==> src/rdf_pkg.sv <==
// Constants for the deviation and radio state machine configuration bank
package rdf_pkg;
	// Register addresses on the serial control port
	localparam logic [5:0] ADDR_FREQUENCY_DEVIATION_SETTING = 6'h15;
	localparam logic [5:0] ADDR_STATE_MACHINE_CONFIG_ONE    = 6'h17;
	localparam logic [5:0] ADDR_STATE_MACHINE_CONFIG_ZERO   = 6'h18;
	localparam int         ADDR_W                           = 6;
	// Field positions
	localparam int DEV_E_LSB      = 4;
	localparam int DEV_M_LSB      = 0;
	localparam int TXOFF_LSB      = 0;
	localparam int AUTOCAL_LSB    = 4;
	localparam int POWER_ON_TIMEOUT_LSB = 2;
	// Reset values
	localparam logic [2:0] DEV_E_RST      = 3'h4;
	localparam logic [2:0] DEV_M_RST      = 3'h7;
	localparam logic [1:0] TXOFF_RST      = 2'h0;
	localparam logic [1:0] AUTOCAL_RST    = 2'h0;
	localparam logic [1:0] POWER_ON_TIMEOUT_RST = 2'h2;
	// Deviation mantissa hidden leading one
	localparam logic [3:0] DEV_M_IMPLICIT = 4'h8;
	// Ripple counter and expiry counts
	localparam int         RIPPLE_W  = 6;
	localparam int         EXPIRE_W  = 9;
	localparam logic [8:0] EXPIRE_0  = 9'h001;
	localparam logic [8:0] EXPIRE_1  = 9'h010;
	localparam logic [8:0] EXPIRE_2  = 9'h040;
	localparam logic [8:0] EXPIRE_3  = 9'h100;
	// Count value at which mode 3 calibrates, so one calibration per four transmit-to-idle moves
	localparam logic [1:0] CAL_EVERY_LAST = 2'h3;

	// Next state after a packet, encoded as the after-transmit field
	typedef enum logic [1:0] {
		RDF_NEXT_IDLE  = 2'h0,
		RDF_NEXT_FSTX  = 2'h1,
		RDF_NEXT_TX    = 2'h2,
		RDF_NEXT_UNDEF = 2'h3
	} rdf_next_t;

	// Auto calibration modes
	typedef enum logic [1:0] {
		RDF_CAL_NEVER    = 2'h0,
		RDF_CAL_TO_TX    = 2'h1,
		RDF_CAL_TO_IDLE  = 2'h2,
		RDF_CAL_FOURTH   = 2'h3
	} rdf_cal_t;
endpackage : rdf_pkg

==> src/rdf_config_bank.sv <==
// Deviation, after-transmit, auto calibration and power-on timeout configuration
// Functional notes
// - FSK deviation is (8+mantissa) shifted by exponent
// - Under MSK mantissa is phase-change fraction
// - Reset exponent 4, mantissa 7
// - Packet done selects idle, synth-on or transmit
// - Autocal modes never, to transmit, to idle
// - Mode 3 calibrates every fourth transmit-to-idle
// - Ripple wraps counted before chip ready low
// - Wrap counts 1, 16, 64, 256
// - Timeout field survives sleep power-down
`timescale 1ns/10ps
module rdf_config_bank (
	input  wire logic                        clk,
	input  wire logic                        rst,
	input  wire logic [rdf_pkg::ADDR_W-1:0]  reg_addr,
	input  wire logic                        reg_wr_en,
	input  wire logic [7:0]                  reg_wr_data,
	output logic      [7:0]                  reg_rd_data,
	input  wire logic                        msk_select,
	input  wire logic                        packet_tx_done,
	input  wire logic                        idle_to_tx,
	input  wire logic                        tx_to_idle,
	input  wire logic                        calibrate_strobe,
	input  wire logic                        sleep_enter,
	input  wire logic                        xosc_running,
	output logic      [10:0]                 deviation_steps,
	output logic      [2:0]                  msk_phase_fraction,
	output rdf_pkg::rdf_next_t               after_transmit_next_state,
	output logic                             next_state_valid,
	output logic                             synth_calibrate,
	output logic                             chip_ready_low
);
	import rdf_pkg::*;

	typedef struct packed {
		logic [2:0]          dev_e;
		logic [2:0]          dev_m;
		logic [1:0]          txoff;
		logic [1:0]          autocal;
		logic [1:0]          power_on_timeout;
		logic [7:0]          rd_data;
		logic [10:0]         dev_steps;
		logic [2:0]          msk_frac;
		logic [1:0]          cal_count;
		logic                cal_pulse;
		logic                next_valid;
		logic [1:0]          next_state;
		logic                xosc_meta;
		logic                xosc_sync;
		logic [RIPPLE_W-1:0] ripple;
		logic [EXPIRE_W-1:0] expires;
		logic                ready;
	} rdf_state_t;

	rdf_state_t state_reg;
	rdf_state_t state_next;

	// Wrap count needed for each timeout setting
	function automatic logic [EXPIRE_W-1:0] expire_target(input logic [1:0] sel);
		unique case (sel)
			2'h0: expire_target = EXPIRE_0;
			2'h1: expire_target = EXPIRE_1;
			2'h2: expire_target = EXPIRE_2;
			2'h3: expire_target = EXPIRE_3;
		endcase
	endfunction : expire_target

	// Next state of the whole bank
	always_comb begin
		state_next = state_reg;
		state_next.cal_pulse = 1'b0;
		state_next.next_valid = 1'b0;

		// Register writes; reserved bit positions are simply not stored
		if (reg_wr_en) begin
			unique case (reg_addr)
				ADDR_FREQUENCY_DEVIATION_SETTING: begin
					state_next.dev_e = reg_wr_data[DEV_E_LSB +: 3];
					state_next.dev_m = reg_wr_data[DEV_M_LSB +: 3];
				end
				ADDR_STATE_MACHINE_CONFIG_ONE: begin
					state_next.txoff = reg_wr_data[TXOFF_LSB +: 2];
				end
				ADDR_STATE_MACHINE_CONFIG_ZERO: begin
					state_next.autocal = reg_wr_data[AUTOCAL_LSB +: 2];
					state_next.power_on_timeout = reg_wr_data[POWER_ON_TIMEOUT_LSB +: 2];
				end
				default: begin
				end
			endcase
		end

		// Sleep drops the configuration but keeps the timeout to speed wake-up
		if (sleep_enter) begin
			state_next.dev_e = DEV_E_RST;
			state_next.dev_m = DEV_M_RST;
			state_next.txoff = TXOFF_RST;
			state_next.autocal = AUTOCAL_RST;
			state_next.cal_count = 2'h0;
		end

		// Read-back, reserved bits as zero, unmapped addresses read zero
		state_next.rd_data = 8'h00;
		unique case (reg_addr)
			ADDR_FREQUENCY_DEVIATION_SETTING: begin
				state_next.rd_data[DEV_E_LSB +: 3] = state_reg.dev_e;
				state_next.rd_data[DEV_M_LSB +: 3] = state_reg.dev_m;
			end
			ADDR_STATE_MACHINE_CONFIG_ONE: begin
				state_next.rd_data[TXOFF_LSB +: 2] = state_reg.txoff;
			end
			ADDR_STATE_MACHINE_CONFIG_ZERO: begin
				state_next.rd_data[AUTOCAL_LSB +: 2] = state_reg.autocal;
				state_next.rd_data[POWER_ON_TIMEOUT_LSB +: 2] = state_reg.power_on_timeout;
			end
			default: begin
			end
		endcase

		// Deviation word or MSK phase fraction, chosen by modulation
		if (msk_select) begin
			state_next.dev_steps = 11'h000;
			state_next.msk_frac = state_reg.dev_m;
		end else begin
			state_next.dev_steps = 11'({DEV_M_IMPLICIT | {1'b0, state_reg.dev_m}})
				<< state_reg.dev_e;
			state_next.msk_frac = 3'h0;
		end

		// Next state after a packet; value 3 is left to the host to avoid
		if (packet_tx_done) begin
			state_next.next_valid = 1'b1;
			state_next.next_state = state_reg.txoff;
		end

		// Automatic and manual synthesizer calibration
		if (calibrate_strobe) begin
			state_next.cal_pulse = 1'b1;
		end
		unique case (rdf_cal_t'(state_reg.autocal))
			RDF_CAL_NEVER: begin
			end
			RDF_CAL_TO_TX: begin
				if (idle_to_tx) begin
					state_next.cal_pulse = 1'b1;
				end
			end
			RDF_CAL_TO_IDLE: begin
				if (tx_to_idle) begin
					state_next.cal_pulse = 1'b1;
				end
			end
			RDF_CAL_FOURTH: begin
				if (tx_to_idle) begin
					state_next.cal_count = state_reg.cal_count + 2'h1;
					if (state_reg.cal_count == CAL_EVERY_LAST) begin
						state_next.cal_pulse = 1'b1;
					end
				end
			end
		endcase

		// Crystal state crosses from the pin through two flops
		state_next.xosc_meta = xosc_running;
		state_next.xosc_sync = state_reg.xosc_meta;

		// Power-on timeout: count ripple wraps after the crystal starts
		if (!state_reg.xosc_sync) begin
			state_next.ripple = '0;
			state_next.expires = '0;
			state_next.ready = 1'b0;
		end else if (!state_reg.ready) begin
			state_next.ripple = state_reg.ripple + 6'h01;
			if (state_reg.ripple == '1) begin
				state_next.expires = state_reg.expires + 9'h001;
				if (state_reg.expires + 9'h001 == expire_target(state_reg.power_on_timeout)) begin
					state_next.ready = 1'b1;
				end
			end
		end
	end

	// Single register stage for the whole bank
	always_ff @(posedge clk) begin
		if (rst) begin
			state_reg <= '0;
			state_reg.dev_e <= DEV_E_RST;
			state_reg.dev_m <= DEV_M_RST;
			state_reg.txoff <= TXOFF_RST;
			state_reg.autocal <= AUTOCAL_RST;
			state_reg.power_on_timeout <= POWER_ON_TIMEOUT_RST;
		end else begin
			state_reg <= state_next;
		end
	end

	// Outputs straight from flops
	assign reg_rd_data = state_reg.rd_data;
	assign deviation_steps = state_reg.dev_steps;
	assign msk_phase_fraction = state_reg.msk_frac;
	assign after_transmit_next_state = rdf_next_t'(state_reg.next_state);
	assign next_state_valid = state_reg.next_valid;
	assign synth_calibrate = state_reg.cal_pulse;
	assign chip_ready_low = ~state_reg.ready;

	property p_reset_dev;
		@(posedge clk) $past(rst) |-> (state_reg.dev_e == 3'h4 && state_reg.dev_m == 3'h7);
	endproperty
	a_reset_dev: assert property (p_reset_dev) else $error("deviation reset wrong");

	property p_fsk_dev;
		@(posedge clk) disable iff (rst)
			(!msk_select && !reg_wr_en && !sleep_enter) ##1 (!reg_wr_en && !sleep_enter)
			|-> ##1 deviation_steps == ($past(msk_select) ? 11'h000
				: (11'({1'b1, $past(state_reg.dev_m, 1)}) << state_reg.dev_e));
	endproperty
	a_fsk_dev: assert property (p_fsk_dev) else $error("deviation word wrong");

	property p_msk;
		@(posedge clk) disable iff (rst)
			msk_select |=> (deviation_steps == 11'h000 && msk_phase_fraction == $past(state_reg.dev_m));
	endproperty
	a_msk: assert property (p_msk) else $error("msk fraction wrong");

	property p_next_state;
		@(posedge clk) disable iff (rst)
			packet_tx_done |=> (next_state_valid && after_transmit_next_state == $past(state_reg.txoff));
	endproperty
	a_next_state: assert property (p_next_state) else $error("after transmit state wrong");

	property p_cal_never;
		@(posedge clk) disable iff (rst)
			(state_reg.autocal == 2'h0 && !calibrate_strobe) |=> !synth_calibrate;
	endproperty
	a_cal_never: assert property (p_cal_never) else $error("calibration without cause");

	property p_cal_idle;
		@(posedge clk) disable iff (rst)
			(state_reg.autocal == 2'h2 && tx_to_idle) |=> synth_calibrate;
	endproperty
	a_cal_idle: assert property (p_cal_idle) else $error("missing idle calibration");

	property p_cal_fourth;
		@(posedge clk) disable iff (rst)
			(state_reg.autocal == 2'h3 && tx_to_idle && !calibrate_strobe && !sleep_enter)
			|=> synth_calibrate == ($past(state_reg.cal_count) == 2'h3);
	endproperty
	a_cal_fourth: assert property (p_cal_fourth) else $error("fourth calibration wrong");

	property p_ready;
		@(posedge clk) disable iff (rst)
			$fell(chip_ready_low) |-> ($past(state_reg.expires) + 9'h001
				== expire_target($past(state_reg.power_on_timeout)) && state_reg.xosc_sync);
	endproperty
	a_ready: assert property (p_ready) else $error("chip ready at wrong count");

	property p_sleep_keep;
		@(posedge clk) disable iff (rst)
			(sleep_enter && !reg_wr_en) |=> $stable(state_reg.power_on_timeout);
	endproperty
	a_sleep_keep: assert property (p_sleep_keep) else $error("timeout lost in sleep");

	property p_reserved;
		@(posedge clk) disable iff (rst)
			(reg_addr == ADDR_FREQUENCY_DEVIATION_SETTING) |=> (reg_rd_data[7] == 1'b0
				&& reg_rd_data[3] == 1'b0);
	endproperty
	a_reserved: assert property (p_reserved) else $error("reserved bits not zero");
endmodule : rdf_config_bank

==> config.mk <==
export PLATFORM = sky130hd
export DESIGN_NAME = rdf_config_bank
export DESIGN_NICKNAME = d
export VERILOG_FILES = /design/src/rdf_pkg.sv /design/src/rdf_config_bank.sv
export SDC_FILE = /design/constraint.sdc
export NUM_CORES = 1
export LEC_CHECK = 0
export CORE_UTILIZATION = 62
export DETAILED_ROUTE_END_ITERATION = 10
export DONT_BUFFER_PORTS = 1
export PLACE_DENSITY = 0.9
export RECOVER_POWER = 100
export REMOVE_ABC_BUFFERS = 1
export SYNTH_ARGS = -nofsm -noshare
export SYNTH_HDL_FRONTEND = slang
export SYNTH_SLANG_ARGS = --single-unit
==> constraint.sdc <==
create_clock -name clk -period 1.9 [get_ports clk]
set_input_delay 0.19 -clock clk [delete_from_list [all_inputs] [get_ports clk]]
set_output_delay 0.19 -clock clk [all_outputs]
set_load 0.005 [all_outputs]
==> results of run 1 <==
[kinds of logic (layout without fill, tap and decap cells)]
| family | count (synthesis) | in the layout | share of synthesized area (%) |
|---|---|---|---|
| DFF | 57 | 57 | 43.2 |
| and+or+nand+nor | 132 | 132 | 26.2 |
| muxes | 9 | 9 | 3.41 |
| AOI/OAI and AO/OA | 31 | 31 | 7.96 |
| buffers and inverters | 43 | 35 | 9.57 |
| adders and majority gates | 6 | 6 | 2.84 |
| xor gates and xnor gates | 20 | 20 | 6.64 |
| other | 1 | 1 | 0.142 |
[worst max path at each step]
stage	start	end	cells past startpoint
final	state_reg[2]	state_reg[0]	6
after global routing	state_reg[10]	state_reg[7]	6
after CTS	state_reg[2]	state_reg[0]	6
after detailed placement	state_reg[10]	state_reg[7]	6
after global placement	state_reg[10]	state_reg[7]	6
after floorplan	state_reg[1]	state_reg[0]	6
[routing by layer]
layer	part of all wire [%]	vias up
met5	0	-
li1	-	968
met1	40	910
met3	7.4	13
met2	51	78
met4	1.5	0
[layout make-up]
class	count	area, um2
clock inverter	3	15.0
fill	315	1310
sequential	57	1140
inverter	8	30.0
tap	50	62.6
multi-input combinational	199	1240
clock buffer	13	159
timing repair buffer	11	95.1
[synthesized netlist by cell type (5+ instances only)]
| cell type | count | share of area [%] |
|---|---|---|
| nor2b_1 | 8 | 1.9 |
| ha_1 | 6 | 2.8 |
| xor2_1 | 8 | 2.7 |
| nor2_1 | 36 | 5.1 |
| nand2_1 | 26 | 3.7 |
| clkbuf_1 | 9 | 1.3 |
| dfxtp_1 | 57 | 43 |
| nand3_1 | 20 | 3.8 |
| nor3_1 | 7 | 1.3 |
| mux2i_1 | 9 | 3.4 |
| buf_4 | 24 | 6.8 |
| and2_1 | 5 | 1.2 |
| xnor2_1 | 12 | 4.0 |
| inv_1 | 8 | 1.1 |
| a21oi_1 | 12 | 2.3 |
[metrics by stage]
step | instances | util [%] | hold WS, ps | instance area [um2]
after floorplan | 264 | - | 259 | 2420
after global placement | 317 | 61.7 | 263 | 2500
after detailed placement | 317 | 61.7 | 265 | 2500
after CTS | 341 | 67.9 | 0.730 | 2760
after global routing | 341 | 67.6 | 3.85 | 2740
final | 341 | 67.6 | 11.5 | 2740
[power breakdown]
group          switching [mW]  total, mW  internal, mW
Combinational          0.0267     0.0567        0.0299
Sequential            0.00802       1.22          1.21
Clock                   0.445      0.982         0.538
==> reports/qor.yml, run 1 <==
synth_edf_count: 0
worstMarginPinSlew_ps: 702
synth_seq_cells: 57
async_flop_share_pct: 0
drtPass1Iterations: 6
largest_reg_flops: 31
cts_sinks: 57
critPathMaxStageDelay_ps: 380
period_share_pct: 89.6
setup_violations: 0
crit_top_cell: "nand4_1"
grt_max_degree: 17
die_x_um: 67.3
hold_viol: 0
ant_nets: 0
gp_congestion: 0.811
drv_cap: 0
antenna_found_initial: 0
end_kind: "register"
drive_gt1_share_pct: 7.22
die_h_um: 67.3
fin_worst_skew_ps: 4.38
worstReg2RegStart: "state_reg[2]"
max_freq_ghz: 0.588
antenna_cells: 0
track_usage_pct: 25.6
post-cts-setup-buffers: 0
slew_headroom_pct: 52.8
ioPinCount: 51
finalWirelength_um: 5100
layout_common_cells: "dfxtp_1, nor2_1, nand2_1, nand3_1"
vias: 1969
p_per_area_nw_per_um2: 823
rsz0062_at_grt: "false"
cts_tree: "built"
critPathRequiredTime_ps: 2140
rows: 23
overflow: 0
coreArea_um2: 4060
htreeDepth: 3
drc: 0
power_mw: 2.26
place_hpwl_um: 3510
worst_hold_path.endpoint: "state_reg[23]"
first_iter_violations: 117
wl_per_cell_um: 14.9
ff2ff_setup_slack_ps: 200
pre_cts_slack_ps: 234
clockBufferDepth: 2
fin_setup_tns_ps: 0
min_period_ps: 1700
r2r_cells: 6
worst_slack_ps: 198
startpoint_type: "register"
worstPathMaxFanout: 5
slowest_stage: "dfxtp_1"
syn_area_um2: 2640
hold_buffers: 8
final_nets: 316
grt_util_met1_pct: 27.9
grt_pass1_wl_um: 8420
synth_cell_types: 45
arrival_ps: 1940
clkTransAtPathRegs_ps: 60
area_growth_pct: 3.93
die-area_um2: 4520
gr-usage-met3_pct: 9.12
hp-class: "input pin to register"
hold_path_depth: 2
cp_top_family: "simple AND/OR/NAND/NOR gates"
cts_made_buffers: 9
grt_busiest_layer: "met2"
final_common_cell: "dfxtp_1"
crit_buf_inv: 0
synth_top_flop_cell: "dfxtp_1"
vias_per_cell: 5.77
rr_endpoint: "state_reg[0]"
clkLatencyLatePin_ps: 330
ir_worst_vdd_mv: 0.605
cts_resized: 0
synth_seq_area_share_pct: 43.2
use_met2_pct: 44.0
numPortBuffers: 0
outcome: "finished clean"
synthCells: 299
drv_slew: 0
grt_pass1_vias: 1893
initial_core_util_pct: 65.1
total_leakage_power_nw: 1.04
ys_warn_count: 0
crit_path_cell_trace: "ha_1 -> nand4_1 -> nor2_1 -> xnor2_1 -> nand4_1 -> a221oi_2"
worst-setup-path-type: "register to register"
min-delay-start: "tx_to_idle"
root_buffer: "clkbuf_8"
syn_area_per_cell_um2: 8.83
(Power assumes the default switching activity.)
==> run 2, diff against run 1 <==
Settings changed: PLACE_DENSITY 0.9 to 0.78.
==> reports/qor.yml, run 2 (same netlist as run 1, synthesis figures left out) <==
total_leakage_power_nw: 1.08  # +3.5%
cts_tree: "built"
fin_worst_skew_ps: 5.13  # +0.754 ps
crit_top_cell: "nand4_1"
drtPass1Iterations: 4  # -2
ff2ff_setup_slack_ps: 210  # about the same
place_hpwl_um: 3280  # -6.7%
arrival_ps: 1940  # about the same
cts_made_buffers: 9  # unchanged
critPathMaxStageDelay_ps: 390  # about the same
track_usage_pct: 24.7  # -0.93 points
min_period_ps: 1690  # -10.1 ps
fin_setup_tns_ps: 0  # unchanged
clkTransAtPathRegs_ps: 60  # about the same
cts_sinks: 57  # unchanged
area_growth_pct: 7.30
drive_gt1_share_pct: 7.88  # +0.66 points
period_share_pct: 89.1  # -0.53 points
wl_per_cell_um: 14.5  # -2.9%
hp-class: "input pin to register"
grt_max_degree: 17  # unchanged
slew_headroom_pct: 36.6  # -16 points
slowest_stage: "dfxtp_1"
end_kind: "register"
rr_endpoint: "state_reg[0]"
fill_cells: 333  # +5.7%
crit_path_cell_trace: "ha_1 -> nand4_1 -> nor2_2 -> xnor2_1 -> nand4_1 -> a221oi_2"
root_buffer: "clkbuf_8"
multi_input_area_um2: 1240  # +0.20%
gp_congestion: 0.818  # +0.86%
die_h_um: 67.3  # unchanged
placed_cells: 316  # -0.32%
worstReg2RegStart: "state_reg[2]"
antenna_cells: 0  # unchanged
worstPathMaxFanout: 5  # unchanged
initial_core_util_pct: 65.1  # unchanged
drc: 0  # unchanged
coreArea_um2: 4060  # unchanged
critical_path.endpoint: "state_reg[0]"
die-area_um2: 4520  # unchanged
p_per_area_nw_per_um2: 937  # +14%
ant_nets: 0  # unchanged
setup_violations: 0  # unchanged
rsz0062_at_grt: "false"
vias: 1919  # -2.5%
first_iter_violations: 135  # +15%
ir_worst_vdd_mv: 0.589  # -2.6%
layout_common_cells: "dfxtp_1, nor2_1, nand2_1, nand3_1"
startpoint_type: "register"
numPortBuffers: 0  # unchanged
fin_cells: 342  # +0.29%
drv_cap: 0  # unchanged
r2r_cells: 6  # unchanged
finalWirelength_um: 4960  # -2.6%
antenna_found_initial: 0  # unchanged
final_common_cell: "dfxtp_1"
worstMarginPinSlew_ps: 943  # +241 ps
ioPinCount: 51  # unchanged
overflow: 0  # unchanged
startpoint: "state_reg[2]"
grt_pass1_wl_um: 8260  # -1.9%
largest_reg_flops: 31  # unchanged
post-cts-setup-buffers: 0  # unchanged
worst-setup-path-type: "register to register"
rows: 23  # unchanged
grt_pass1_vias: 1869  # -1.3%
vias_per_cell: 5.61  # -2.8%
die_x_um: 67.3  # unchanged
critPathRequiredTime_ps: 2150  # about the same
final_nets: 317  # +0.32%
seqCellArea_um2: 1140  # unchanged
outcome: "finished clean"
max_freq_ghz: 0.591  # +0.59%
htreeDepth: 3  # unchanged
clockBufferDepth: 2  # unchanged
drv_slew: 0  # unchanged
hold_viol: 0  # unchanged
clkLatencyLatePin_ps: 330  # about the same
==> run 2: per-layer routing <==
metal  GRT usage (%)  share of wire, %
met3            8.78               5.7
met2            39.0                46
met4            10.4               1.9
met1            30.2                47
met5               0                 0
==> run 2: through the flow <==
step | hold WS, ps | utilization (%) | total power [mW] | instance area (um2) | setup slack (ps)
after detailed placement | 264 | 61.5 | 1.28 | 2490 | 195
after CTS | 1.17 | 69.7 | 2.67 | 2830 | 173
final | 5.22 | 69.8 | 2.65 | 2830 | 208
after floorplan | 259 | - | 1.27 | 2420 | 277
after global placement | 263 | 61.5 | 1.28 | 2490 | 261
after global routing | 3.02 | 69.8 | 2.72 | 2830 | 11.4
==> run 2: what timing repair did <==
item,CTS,global route
setup endpoints to repair,0,1
hold endpoints to repair,22,1
hold buffers,9,1
gates resized for setup,0,1
==> run 2: area by class of cell <==
| cell class | instances | share of cell area (%) |
|---|---|---|
| Clock inverter | 5 | 3.62 |
| Inverter | 8 | 1.06 |
| Tap cell | 50 | 2.21 |
| Multi-Input combinational cell | 199 | 43.9 |
| Sequential cell | 57 | 40.3 |
| Clock buffer | 11 | 4.99 |
| Timing Repair Buffer | 12 | 3.93 |
==> run 2: power breakdown <==
| part | switching (mW) | internal [mW] | leakage (nW) |
|---|---|---|---|
| registers | 0.00747 | 1.21 | 0.462 |
| clock network | 0.472 | 0.905 | 0.120 |
| logic | 0.0277 | 0.0314 | 0.498 |
==> run 2: how the worst min path moves through the flow <==
stage | startpoint | end | slack [ps] | cells after the start
floorplan | rst | state_reg[23] | 260 | 1
global placement | rst | state_reg[23] | 260 | 1
detailed placement | rst | state_reg[23] | 260 | 1
CTS | packet_tx_done | after_transmit_next_state[0] | 1 | 2
global route | packet_tx_done | after_transmit_next_state[0] | 3 | 2
finish | reg_wr_data[2] | state_reg[46] | 5 | 2
==> run 2: worst max-delay path: cells and delay by family (launching register included) <==
family                     cells  cell delay (ps)
DFF                            1              390
xor gates and xnor gates       1              130
adders and majority gates      1              250
AOI/OAI and AO/OA              1              260
and+or+nand+nor                3              580
==> run 3, diff against run 2 <==
Settings changed: CORE_UTILIZATION 62 to 64, GPL_TIMING_DRIVEN set to 0, PLACE_DENSITY 0.78 to 0.8.
Clock period 1.9 ns to 2.1 ns, I/O delays scaled along.
==> reports/qor.yml, run 3 (same netlist as run 1, synthesis figures left out) <==
vias: 1843  # -4.0%
htreeDepth: 3  # unchanged
max_freq_ghz: 0.542  # -8.3%
largest_reg_flops: 31  # unchanged
clkLatencyLatePin_ps: 320  # about the same
drc: 0  # unchanged
hold_viol: 0  # unchanged
drtPass1Iterations: 5  # +1
fin_worst_skew_ps: 7.46  # +2.32 ps
die_h_um: 66.2  # -1.5%
arrival_ps: 2080  # +140 ps
end_kind: "register"
worst-setup-path-type: "register to register"
fin_cells: 329  # -3.8%
min_period_ps: 1850  # +153 ps
layout_common_cells: "dfxtp_1, nor2_1, nand2_1, nand3_1"
fin_setup_tns_ps: 0  # unchanged
antenna_found_initial: 0  # unchanged
wl_per_cell_um: 13.7  # -5.8%
cts_resized: 0  # unchanged
grt_pass1_vias: 1786  # -4.4%
coreArea_um2: 3800  # -6.4%
rsz0062_at_grt: "false"
area_growth_pct: 1.23
vias_per_cell: 5.60  # -0.17%
final_common_cell: "dfxtp_1"
antenna_cells: 0  # unchanged
min-delay-start: "packet_tx_done"
worstReg2RegStart: "state_reg[1]"
drv_cap: 0  # unchanged
drv_slew: 0  # unchanged
initial_core_util_pct: 69.5  # +4.4 points
p_per_area_nw_per_um2: 791  # -16%
placed_cells: 312  # -1.3%
finalWirelength_um: 4500  # -9.4%
cts_tree: "built"
rr_endpoint: "state_reg[0]"
rows: 22  # -4.3%
ant_nets: 0  # unchanged
ir_worst_vdd_mv: 0.555  # -5.8%
setup_violations: 0  # unchanged
post-cts-setup-buffers: 0  # unchanged
hp-class: "input pin to register"
final_nets: 306  # -3.5%
die-area_um2: 4390  # -3.0%
ioPinCount: 51  # unchanged
fill_cells: 307  # -7.8%
clockBufferDepth: 2  # unchanged
outcome: "finished clean"
grt_max_degree: 17  # unchanged
numPortBuffers: 0  # unchanged
worst_hold_path.endpoint: "next_state_valid"
grt_pass1_wl_um: 7710  # -6.7%
period_share_pct: 87.9  # -1.2 points
overflow: 0  # unchanged
place_hpwl_um: 3030  # -7.4%
die_x_um: 66.2  # -1.5%
startpoint_type: "register"
drive_gt1_share_pct: 6.41  # -1.5 points
hold_path_depth: 1  # -1
worstPathMaxFanout: 7  # +2
r2r_cells: 6  # unchanged
total_leakage_power_nw: 1.00  # -7.1%
track_usage_pct: 23.3  # -1.3 points
root_buffer: "clkbuf_8"
clkTransAtPathRegs_ps: 60  # about the same
slew_headroom_pct: 25.4  # -11 points
worstMarginPinSlew_ps: 1110  # +168 ps
power_mw: 2.11  # -20%
critPathRequiredTime_ps: 2340  # +190 ps
gp_congestion: 0.804  # -1.7%
ff2ff_setup_slack_ps: 250  # +50 ps
first_iter_violations: 74  # -45%
cts_sinks: 57  # unchanged
cts_made_buffers: 9  # unchanged
hold_slack_ps: 14.9  # +9.72 ps
[run 3: cell count changes in the layout (fill, tap and decap cells not counted), sizes merged]
cell,change
dlygate4sd3,-9
clkinv,-1
bufinv,-2
clkbuf,+2
buf,-1
[run 3: timing repair]
item                                    CTS  global route
endpoints found under the setup margin    0             0
hold buffers                              1             0
hold endpoints to repair                 15             0
[run 3: where the power goes]
part	switching [mW]	leakage [nW]	internal (mW)
logic	0.0223	0.450	0.0183
clock network	0.391	0.0909	0.582
registers	0.00667	0.462	1.09
total	0.420	1.00	1.70
[run 3: per-layer routing]
| layer | vias to the layer above | share of wire, % | track usage [%] |
|---|---|---|---|
| li1 | 950 | - | - |
| met1 | 829 | 46 | 28.7 |
| met2 | 56 | 45 | 36.5 |
| met3 | 8 | 7.5 | 9.31 |
| met4 | 0 | 1.3 | 8.51 |
| met5 | - | 0 | 0 |
[run 3: final cells by class]
type | count | area, um2 | area share (%)
tap | 48 | 60.1 | 2.25
clock buffer | 14 | 153 | 5.71
inverter | 8 | 30.0 | 1.12
clock inverter | 2 | 37.5 | 1.40
sequential | 57 | 1140 | 42.7
multi-input combinational | 199 | 1240 | 46.4
timing repair buffer | 1 | 10.0 | 0.375
[run 3: per-stage QoR]
step | cell area, um2 | worst slack [ps] | util, %
after floorplan | 2420 | 477 | -
after global placement | 2480 | 202 | 65.2
after detailed placement | 2480 | 142 | 65.2
after CTS | 2680 | 241 | 70.5
after global routing | 2670 | 91.0 | 70.4
final | 2670 | 255 | 70.4
[run 3: worst max path at each step]
stage,start,endpoint,slack [ps],depth (start not counted)
final,state_reg[1],state_reg[0],250,6
after CTS,state_reg[1],state_reg[0],240,6
after global routing,state_reg[1],state_reg[0],90,6
after global placement,reg_addr[5],state_reg[52],200,5
after detailed placement,reg_addr[5],state_reg[54],140,5
after floorplan,state_reg[1],state_reg[0],480,6
[run 3: critical path, cell delays in order, from the launching register on]
cell and delay [ps]:
dfxtp_1 480, ha_1 290, nand4_1 230, nor2_1 220, xnor2_1 150, nand4_1 130, a221oi_2 260
